<file path="config.mk">
export PLATFORM = sky130hd
export DESIGN_NAME = bpe_core
export DESIGN_NICKNAME = d
export VERILOG_FILES = /design/src/bpe_pkg.sv /design/src/bpe_err_if.sv /design/src/bpe_core.sv /design/src/bpe_rate_timer.sv
export SDC_FILE = /design/constraint.sdc
export NUM_CORES = 1
export LEC_CHECK = 0
export BUFFER_PORTS_ARGS = -buffer_cell sky130_fd_sc_hd__clkbuf_2
export CELL_PAD_IN_SITES_DETAIL_PLACEMENT = 1
export CELL_PAD_IN_SITES_GLOBAL_PLACEMENT = 1
export CORE_UTILIZATION = 25
export DETAILED_ROUTE_END_ITERATION = 6
export GPL_ROUTABILITY_DRIVEN = 0
export PLACE_DENSITY = 0.51
export SLEW_MARGIN = 25
export SYNTH_ARGS = -nofsm -noshare
export SYNTH_HDL_FRONTEND = slang
export SYNTH_SLANG_ARGS = --single-unit
</file>
<file path="constraint.sdc">
create_clock -name i_sys_clk -period 9.2 [get_ports i_sys_clk]
set_clock_uncertainty 0.2 [all_clocks]
set_input_delay 0.46 -clock i_sys_clk [delete_from_list [all_inputs] [get_ports i_sys_clk]]
set_output_delay 0.46 -clock i_sys_clk [all_outputs]
set_load 0.05 [all_outputs]
</file>
<file path="src/bpe_pkg.sv">
// Purpose: Shared constants for the pattern/error control block
// Assumes: Register index times four gives the Wishbone byte address
// Notes:   Indexes are 8-bit, data registers are 8-bit in the low lane
package bpe_pkg;
  // Register indexes
  localparam logic [7:0] IDX_STATUS = 8'h26;
  localparam logic [7:0] IDX_MASK   = 8'h27;
  localparam logic [7:0] IDX_AWC    = 8'hdb;
  localparam logic [7:0] IDX_PAT0   = 8'hdc;
  localparam logic [7:0] IDX_PAT3   = 8'hdf;
  localparam logic [7:0] IDX_CTRL1  = 8'he0;
  localparam logic [7:0] IDX_CTRL2  = 8'he1;
  localparam logic [7:0] IDX_BCNT0  = 8'he3;
  localparam logic [7:0] IDX_BCNT3  = 8'he6;
  localparam logic [7:0] RST_BYTE   = 8'h00;
  // Control 1 fields
  localparam int C1_FORCE_A = 0;
  localparam int C1_LC     = 1;
  localparam int C1_PS_LO  = 2;
  localparam int C1_RINV   = 5;
  localparam int C1_TX_INVERT   = 6;
  localparam int C1_LOAD   = 7;
  // Control 2 fields
  localparam int C2_RPL_LO = 0;
  localparam int C2_SBE    = 4;
  localparam int C2_EIB_LO = 5;
  // Status and mask bit positions
  localparam int ST_SYNC  = 0;
  localparam int ST_LOST  = 1;
  localparam int ST_ZERO  = 2;
  localparam int ST_ONES  = 3;
  localparam int ST_ECOV  = 4;
  localparam int ST_BCOV  = 5;
  localparam int ST_BERR  = 6;
  localparam logic [6:0] STATUS_RST = 7'h00;
  // Pattern select codes
  localparam logic [2:0] PS_P7   = 3'h0;
  localparam logic [2:0] PS_P11  = 3'h1;
  localparam logic [2:0] PS_P15  = 3'h2;
  localparam logic [2:0] PS_QRSS = 3'h3;
  localparam logic [2:0] PS_REP  = 3'h4;
  localparam logic [2:0] PS_ALT  = 3'h5;
  localparam logic [2:0] PS_DALY = 3'h6;
  localparam logic [2:0] PS_P9   = 3'h7;
  // Counts
  localparam logic [5:0] REP_LEN_BASE = 6'h11;
  localparam logic [5:0] SYNC_MATCH   = 6'h20;
  localparam logic [5:0] RUN_LEN      = 6'h20;
  localparam logic [5:0] LOS_WINDOW   = 6'h20;
  localparam logic [5:0] LOS_ERRS     = 6'h04;
  localparam logic [4:0] WORD_BITS    = 5'h10;
  localparam int BCNT_W = 32;
  localparam int ECNT_W = 24;
  localparam int RATE_W = 24;
endpackage

</file>
<file path="src/bpe_err_if.sv">
// Purpose: Link between the generator and the automatic error-rate timer
// Assumes: One clock domain
// Notes:   hit is combinational, valid with bit_en
`timescale 1ns/1ps
interface bpe_err_if;
  logic       bit_en;
  logic [2:0] rate;
  logic       hit;
  modport gen (output bit_en, output rate, input hit);
  modport timer (input bit_en, input rate, output hit);
endinterface

</file>
<file path="src/bpe_core.sv">
// Purpose: Pattern generator, checker, flags and masks with Wishbone access
// Assumes: Bit strobes are one-cycle pulses synchronous to i_sys_clk
// Notes:   Checker is self-synchronising from its own receive history
//
// Summary of operation
// - Invert outgoing bits when invert control set
// - Load strobe rising edge reloads generator
// - Repeat length is field value plus 17
// - Length ignored for pseudorandom receive patterns
// - Single-error strobe rising edge flips one bit
// - Error rate field inserts decade-ratio errors
// - Sync flag after 32 matches, both edges
// - Loss flag latches on search, held until read
// - All-zeros flag after 32 zeros, clears after one
// - All-ones flag after 32 ones, clears after zero
// - Error counter overflow flag, cleared on read
// - Bit counter overflow flag, cleared on read
// - Bit error flag only while synced, read clears
// - Condition masks gate both-edge interrupts
// - Event masks gate event interrupts
// - Alternating words repeat for word count
// - Bit counter counts while synced, saturates
// - Force_a rising edge restarts pattern search
`timescale 1ns/1ps
module bpe_core (
  // Clock and reset
  input  wire logic        i_sys_clk,
  input  wire logic        i_reset,
  // Wishbone slave
  input  wire logic        i_wb_cyc,
  input  wire logic        i_wb_stb,
  input  wire logic        i_wb_we,
  input  wire logic [9:0]  i_wb_adr,
  input  wire logic [3:0]  i_wb_sel,
  input  wire logic [31:0] i_wb_dat,
  output logic      [31:0] o_wb_dat,
  output logic             o_wb_ack,
  // Transmit stream
  input  wire logic        i_tx_bit_en,
  output logic             o_tx_bit,
  // Receive stream
  input  wire logic        i_rx_bit_en,
  input  wire logic        i_rx_bit,
  // Status outputs
  output logic             o_synced,
  output logic             o_irq
);
  typedef struct packed {
    logic [7:0]                  ctrl1;
    logic [7:0]                  ctrl2;
    logic [7:0]                  awc;
    logic [6:0]                  mask;
    logic [31:0]                 pat;
    logic [6:0]                  status;
    logic [6:0]                  pend;
    logic                        ack;
    logic [31:0]                 rdat;
    logic [31:0]                 gen;
    logic [4:0]                  gidx;
    logic [7:0]                  wcnt;
    logic                        wsel;
    logic                        sbe_pend;
    logic                        tx_bit;
    logic [31:0]                 hist;
    logic                        synced;
    logic [5:0]                  match;
    logic [5:0]                  win;
    logic [5:0]                  werr;
    logic [5:0]                  zrun;
    logic [5:0]                  orun;
    logic [bpe_pkg::BCNT_W-1:0]  bcnt;
    logic [bpe_pkg::ECNT_W-1:0]  ecnt;
    logic [3:0]                  cond_q;
  } bpe_core_s;

  bpe_core_s   st_q;
  bpe_core_s   st_d;
  bpe_err_if   err_link ();

  logic [7:0]  idx;
  logic        acc;
  logic        wr;
  logic        rd_status;
  logic [2:0]  ps;
  logic [5:0]  rep_len;
  logic [9:0]  taps;
  logic        gen_bit;
  logic        exp_bit;
  logic        rx_d;
  logic [3:0]  cond;
  logic [6:0]  evt;
  logic [6:0]  rise;
  logic [6:0]  clr_ok;
  logic [7:0]  c1_new;
  logic [7:0]  c2_new;
  logic [31:0] rd_word;

  assign idx       = i_wb_adr[9:2];
  assign acc       = i_wb_cyc && i_wb_stb && !st_q.ack;
  assign wr        = acc && i_wb_we && i_wb_sel[0];
  assign rd_status = acc && !i_wb_we && (idx == bpe_pkg::IDX_STATUS);
  assign ps        = st_q.ctrl1[bpe_pkg::C1_PS_LO +: 3];
  assign rep_len   = bpe_pkg::REP_LEN_BASE + {2'b00, st_q.ctrl2[bpe_pkg::C2_RPL_LO +: 4]};

  // Feedback taps, upper five bits and lower five bits, as stage numbers
  always_comb begin
    case (ps)
      bpe_pkg::PS_P7:   taps = {5'd7, 5'd6};
      bpe_pkg::PS_P9:   taps = {5'd9, 5'd5};
      bpe_pkg::PS_P11:  taps = {5'd11, 5'd9};
      bpe_pkg::PS_P15:  taps = {5'd15, 5'd14};
      bpe_pkg::PS_QRSS: taps = {5'd20, 5'd17};
      default:          taps = {5'd7, 5'd6};
    endcase
  end

  // Generator bit for the current mode
  always_comb begin
    case (ps)
      bpe_pkg::PS_REP, bpe_pkg::PS_DALY: gen_bit = st_q.gen[st_q.gidx];
      bpe_pkg::PS_ALT: gen_bit = st_q.wsel ? st_q.gen[5'h10 + st_q.gidx] : st_q.gen[st_q.gidx];
      default:         gen_bit = st_q.gen[taps[9:5] - 5'd1] ^ st_q.gen[taps[4:0] - 5'd1];
    endcase
  end

  // Expected receive bit from history; length field unused for pseudorandom
  assign rx_d = i_rx_bit ^ st_q.ctrl1[bpe_pkg::C1_RINV];
  always_comb begin
    case (ps)
      bpe_pkg::PS_REP, bpe_pkg::PS_DALY: exp_bit = st_q.hist[rep_len[4:0] - 5'd1];
      bpe_pkg::PS_ALT: exp_bit = st_q.hist[bpe_pkg::WORD_BITS - 5'd1];
      default:         exp_bit = st_q.hist[taps[9:5] - 5'd1] ^ st_q.hist[taps[4:0] - 5'd1];
    endcase
  end

  assign err_link.bit_en = i_tx_bit_en;
  assign err_link.rate   = st_q.ctrl2[bpe_pkg::C2_EIB_LO +: 3];

  bpe_rate_timer u_rate (
    .i_sys_clk (i_sys_clk),
    .i_reset   (i_reset),
    .err       (err_link)
  );

  assign c1_new = (wr && idx == bpe_pkg::IDX_CTRL1) ? i_wb_dat[7:0] : st_q.ctrl1;
  assign c2_new = (wr && idx == bpe_pkg::IDX_CTRL2) ? i_wb_dat[7:0] : st_q.ctrl2;

  // Read mux; unmapped indexes read as zero
  always_comb begin
    rd_word = '0;
    case (idx)
      bpe_pkg::IDX_STATUS: rd_word[6:0] = st_q.status;
      bpe_pkg::IDX_MASK:   rd_word[6:0] = st_q.mask;
      bpe_pkg::IDX_AWC:    rd_word[7:0] = st_q.awc;
      bpe_pkg::IDX_CTRL1:  rd_word[7:0] = st_q.ctrl1;
      bpe_pkg::IDX_CTRL2:  rd_word[7:0] = st_q.ctrl2;
      default: begin
        if (idx >= bpe_pkg::IDX_PAT0 && idx <= bpe_pkg::IDX_PAT3) begin
          rd_word[7:0] = st_q.pat[8 * (idx[1:0]) +: 8];
        end else if (idx >= bpe_pkg::IDX_BCNT0 && idx <= bpe_pkg::IDX_BCNT3) begin
          rd_word[7:0] = st_q.bcnt[8 * (2'(idx - bpe_pkg::IDX_BCNT0)) +: 8];
        end
      end
    endcase
  end

  always_comb begin
    st_d = st_q;
    evt  = '0;
    st_d.ack = acc;
    if (acc) begin
      st_d.rdat = i_wb_we ? 32'h00000000 : rd_word;
    end
    if (wr) begin
      case (idx)
        bpe_pkg::IDX_MASK: st_d.mask = i_wb_dat[6:0];
        bpe_pkg::IDX_AWC:  st_d.awc  = i_wb_dat[7:0];
        default: begin
          if (idx >= bpe_pkg::IDX_PAT0 && idx <= bpe_pkg::IDX_PAT3) begin
            st_d.pat[8 * (idx[1:0]) +: 8] = i_wb_dat[7:0];
          end
        end
      endcase
    end
    st_d.ctrl1 = c1_new;
    st_d.ctrl2 = c2_new;

    // Transmit side
    if (!st_q.ctrl1[bpe_pkg::C1_LOAD] && c1_new[bpe_pkg::C1_LOAD]) begin
      st_d.gen  = st_q.pat;
      st_d.gidx = '0;
      st_d.wcnt = '0;
      st_d.wsel = 1'b0;
    end else if (i_tx_bit_en) begin
      st_d.tx_bit = gen_bit ^ st_q.ctrl1[bpe_pkg::C1_TX_INVERT]
                    ^ (st_q.sbe_pend | err_link.hit);
      st_d.sbe_pend = 1'b0;
      case (ps)
        bpe_pkg::PS_REP, bpe_pkg::PS_DALY: begin
          st_d.gidx = (6'(st_q.gidx) + 6'd1 >= rep_len) ? 5'd0 : st_q.gidx + 5'd1;
        end
        bpe_pkg::PS_ALT: begin
          st_d.gidx = st_q.gidx + 5'd1;
          if (st_q.gidx == bpe_pkg::WORD_BITS - 5'd1) begin
            st_d.gidx = '0;
            st_d.wcnt = st_q.wcnt + 8'h01;
            if (st_q.wcnt == st_q.awc - 8'h01) begin
              st_d.wcnt = '0;
              st_d.wsel = !st_q.wsel;
            end
          end
        end
        default: st_d.gen = {st_q.gen[30:0], gen_bit};
      endcase
    end
    // Set after the strobe's clear, so a strobe in the same cycle cannot eat it
    if (!st_q.ctrl2[bpe_pkg::C2_SBE] && c2_new[bpe_pkg::C2_SBE]) begin
      st_d.sbe_pend = 1'b1;
    end

    // Receive side
    if (i_rx_bit_en) begin
      st_d.hist = {st_q.hist[30:0], rx_d};
      st_d.zrun = rx_d ? 6'd0 : ((st_q.zrun == bpe_pkg::RUN_LEN) ? st_q.zrun : st_q.zrun + 6'd1);
      st_d.orun = !rx_d ? 6'd0 : ((st_q.orun == bpe_pkg::RUN_LEN) ? st_q.orun : st_q.orun + 6'd1);
      if (!st_q.synced) begin
        st_d.match = (rx_d != exp_bit) ? 6'd0 : st_q.match + 6'd1;
        if (rx_d == exp_bit && st_q.match == bpe_pkg::SYNC_MATCH - 6'd1) begin
          st_d.synced = 1'b1;
          st_d.win    = '0;
          st_d.werr   = '0;
        end
      end else begin
        if (st_q.bcnt != '1) begin
          st_d.bcnt = st_q.bcnt + 32'h00000001;
          evt[bpe_pkg::ST_BCOV] = (st_q.bcnt == 32'hfffffffe);
        end
        st_d.win = (st_q.win == bpe_pkg::LOS_WINDOW - 6'd1) ? 6'd0 : st_q.win + 6'd1;
        if (st_q.win == bpe_pkg::LOS_WINDOW - 6'd1) begin
          st_d.werr = '0;
        end
        if (rx_d != exp_bit) begin
          evt[bpe_pkg::ST_BERR] = 1'b1;
          if (st_q.ecnt != '1) begin
            st_d.ecnt = st_q.ecnt + 24'h000001;
            evt[bpe_pkg::ST_ECOV] = (st_q.ecnt == 24'hfffffe);
          end
          st_d.werr = st_q.werr + 6'd1;
          if (st_q.werr == bpe_pkg::LOS_ERRS - 6'd1) begin
            st_d.synced = 1'b0; // Too many errors: search again
            st_d.match  = '0;
          end
        end
      end
    end
    if (!st_q.ctrl1[bpe_pkg::C1_FORCE_A] && c1_new[bpe_pkg::C1_FORCE_A]) begin
      st_d.synced = 1'b0;
      st_d.match  = '0;
    end
    if (!st_q.ctrl1[bpe_pkg::C1_LC] && c1_new[bpe_pkg::C1_LC]) begin
      st_d.bcnt = '0;
      st_d.ecnt = '0;
    end

    // Flags: clear on status read first, then set so a new event wins
    st_d.cond_q = cond;
    if (rd_status) begin
      st_d.status = st_q.status & ~clr_ok;
      st_d.pend   = '0;
    end
    st_d.status = st_d.status | rise;
    st_d.pend   = st_d.pend | {evt[6:4], cond ^ st_q.cond_q};
  end

  // Conditions: synced, searching, all zeros, all ones
  assign cond = {st_q.orun == bpe_pkg::RUN_LEN, st_q.zrun == bpe_pkg::RUN_LEN,
                 !st_q.synced, st_q.synced};
  assign rise = {evt[6:4], cond & ~st_q.cond_q};
  // Loss flag holds until read even after force_a; event flags and the loss flag clear on any read, other condition flags only when cause gone
  assign clr_ok = {3'b111, !cond[3], !cond[2], 1'b1, !cond[0]};

  always_ff @(posedge i_sys_clk) begin
    if (i_reset) begin
      st_q        <= '0;
      st_q.status <= bpe_pkg::STATUS_RST;
      st_q.cond_q <= 4'b0010;
    end else begin
      st_q <= st_d;
    end
  end

  assign o_wb_ack = st_q.ack;
  assign o_wb_dat = st_q.rdat;
  assign o_tx_bit = st_q.tx_bit;
  assign o_synced = st_q.synced;
  assign o_irq    = |(st_q.pend & st_q.mask);
endmodule

</file>
<file path="src/bpe_rate_timer.sv">
// Purpose: Counts generated bits and flags one per decade ratio
// Assumes: rate 0 disables, rate n gives one hit per ten to the n bits
// Notes:   Counter restarts whenever the rate code changes
`timescale 1ns/1ps
module bpe_rate_timer (
  // Clock and reset
  input  wire logic i_sys_clk,
  input  wire logic i_reset,
  // Generator side
  bpe_err_if.timer  err
);
  typedef struct packed {
    logic [bpe_pkg::RATE_W-1:0] cnt;
    logic [2:0]                 rate;
  } bpe_timer_s;

  bpe_timer_s                 st_q;
  bpe_timer_s                 st_d;
  logic [bpe_pkg::RATE_W-1:0] limit;

  always_comb begin
    case (err.rate)
      3'h1:    limit = 24'h000009;
      3'h2:    limit = 24'h000063;
      3'h3:    limit = 24'h0003e7;
      3'h4:    limit = 24'h00270f;
      3'h5:    limit = 24'h01869f;
      3'h6:    limit = 24'h0f423f;
      3'h7:    limit = 24'h98967f;
      default: limit = 24'h000000;
    endcase
  end

  assign err.hit = (err.rate != 3'h0) && err.bit_en && (st_q.cnt == limit);

  always_comb begin
    st_d = st_q;
    st_d.rate = err.rate;
    if (err.rate != st_q.rate) begin
      st_d.cnt = '0;
    end else if (err.bit_en && err.rate != 3'h0) begin
      st_d.cnt = (st_q.cnt == limit) ? '0 : st_q.cnt + 24'h000001;
    end
  end

  always_ff @(posedge i_sys_clk) begin
    if (i_reset) begin
      st_q <= '0;
    end else begin
      st_q <= st_d;
    end
  end
endmodule

</file>
==> impl_metrics.ini <==
[layout]
final_nets = 1881
diodes = 0
postLayoutCellArea_um2 = 17350
instances_no_fill = 2600
drive_gt1_share_pct = 9.681
syn_to_final_growth_pct = 13.28

[power_and_ir_drop]
power_density_nw_per_um2 = 170.7
power_leakage_nw = 6.244
ir_drop_mv = 0.1481

[hold_path]
hp-class = in2reg
worstHoldStart = i_reset

[global_routing]
grt_max_degree = 82
track_usage_pct = 15.48
grt_pass1_vias = 13420
grt_pass1_wl_um = 77630
antenna_found_initial = 0
globalRouteOverflowTotal = 0

[clocking]
post-cts-setup-buffer-count = 0
clockBufferDepth = 3
cts_resized = 0
cts.sinks = 284
tritoncts = yes
path_clk_slew_ns = 0.06
cts_root_buf = clkbuf_16
cts_buffers = 37
worstSkewPairLatency_ns = 0.55
ctsHoldBuffers = 0
h-tree-depth = 2

[sta]
max_freq_ghz = 0.1790
worstMarginPinSlew_ns = 1.031
rsz0062_at_grt = no
whs_ns = 0.09786
finalMaxSlewViolations = 0
worst_slack_ns = 3.614
timing.setup.tns_ns = 0
maxSlewHeadroom_pct = 31.05
finalSetupViolCount = 0
period_needed_ns = 5.586
fin_crit_sh_pct = 60.72
hold_viol_final = 0

[placed_design]
io_buffers = 36
post_dp_cell_area_um2 = 16000
hpwlAfterDp_um = 34120
pre_cts_ws_ns = 3.494
dp_cells = 2534

[route]
num_vias = 13190
drt-total-wl_um = 48430
first_iter_violations = 642
routedWlPerCell_um = 18.63
ant_nets = 0
drc_errors = 0
first_pass_iters = 5
vias_per_cell = 5.073

[synthesis]
synth_cells = 1825
synth_area_leader_cell = dfxtp_1
synthFlopType = dfxtp_1
synth_seq_area_share_pct = 37.13
synth_edf_count = 0
netlist.area_leader.share_pct = 37.13
synth_cell_types = 70
synth.avg_cell_area_um2 = 8.390
synth_commonest_cells = dfxtp_1 (284), nor2_1 (225), nand2_1 (214)
synth.most_common_cell = dfxtp_1
ys.warnings.count = 0
syn_area_um2 = 15310
synth_area_leaders = dfxtp_1 (37%), mux4_2 (6.2%), nor2_1 (5.5%)
async_reset_ff_share_pct = 0
ys_seq_elements = 284

[setup_path]
max_stage_delay_ns = 0.85
path_common_cell = nand2_1
critPathMaxFanout = 14
crit_start = ps[1]
r2r_start = ps[1]
crit_slowest_cell = o31ai_1
crit_required_ns = 9.44
cp_cell_sequence = nand2_1 -> nor2_2 -> ha_1 -> xnor2_1 -> mux4_2 -> nand2b_1 -> o31a_1 -> o211ai_1 -> o21ai_1 -> o31ai_1 -> nand2_1 -> and4_1 -> o21a_1
worstPathArrival_ns = 5.83
cp-start-kind = flip-flop
path_buf_inv = 0
crit_family = simple AND/OR/NAND/NOR gates
end_kind = flip-flop
crit_type = reg2reg

[status]
outcome = finished clean

[floorplanning]
placementRows = 90
core_area_um2 = 60470
start_util_pct = 25.32
io_pins = 90
die_area_um2 = 62240
die_h_um = 249.5
fp.dieW_um = 249.5

[job]
cap_violations = 0
## metal layers
metal	part of all wire, %	up-vias	global-route usage (%)
li1	-	6400	-
met3	2.3	66	1.836
met2	47	140	25.60
met4	2.7	0	5.044
met1	48	6585	20.85
met5	0	-	0
## stage by stage
| stage | utilization [%] | total power [mW] |
|---|---|---|
| 2_1_floorplan | - | 1.352 |
| 6_report | 28.68 | 2.961 |
| 3_3_place_gp | 26.46 | 1.379 |
| 4_1_cts | 28.67 | 3.018 |
| 5_1_grt | 28.68 | 3.063 |
| 3_5_place_dp | 26.46 | 1.379 |
## path summary, 6_finish.rpt
kind,to,slack [ns],depth (start not counted)
hold / removal,st_q[255],0.1,2
hold reg to reg,st_q[217],0.26,2
setup reg to reg,st_q[16],3.61,13
setup / recovery,st_q[16],3.61,13
## sequential cells by signal, indices dropped and copies added, names as in the netlist
name and count:
err_link.rate 3, o_synced 1, st_q 240, ps 3
o_tx_bit 1, u_rate.st_q 27, o_wb_ack 1, o_wb_dat 8
## logic make-up after synthesis
| group | after synthesis | share of synthesized area (%) |
|---|---|---|
| compound gates | 305 | 13.41 |
| xor+xnor | 97 | 5.597 |
| fa+ha+maj | 37 | 3.007 |
| buf+inv | 204 | 5.900 |
| flops | 284 | 37.13 |
| mux | 106 | 10.39 |
| other cells | 1 | 0.02449 |
| simple gates | 791 | 24.55 |
## cell usage in the layout, fill, tap and decap left out, types with 12 or more instances in the layout
cell	instances
a311oi_1	38
o22ai_1	12
dfxtp_1	284
inv_1	56
and2_1	17
buf_4	16
nor3_1	18
a21oi_1	101
mux2i_1	61
a22oi_1	26
or4_1	14
conb_1	24
mux4_2	42
o21ai_0	34
nand3_1	134
and3_1	27
ha_1	36
nor2b_1	16
and4_1	13
nand2_1	214
clkbuf_16	38
or3_1	13
nor2_1	225
nand2b_1	20
o211ai_1	12
nand4_1	38
clkbuf_2	35
xor2_1	66
xnor2_1	30
## power by group
group,internal (mW),total (mW),switching (mW)
clock network,1.01,1.61,0.597
logic,0.0244,0.117,0.0924
registers,1.23,1.23,0.00220
## cell type report
class / count / area [um2]
Clock inverter: 19 / 309.0
Timing Repair Buffer: 52 / 306.5
Clock buffer: 47 / 1025
Sequential cell: 284 / 5685
Fill cell: 7044 / 43130
Tap cell: 782 / 978.4
Multi-Input combinational cell: 1360 / 8831
Inverter: 56 / 210.2
Power figures use the tool's default switching activity.
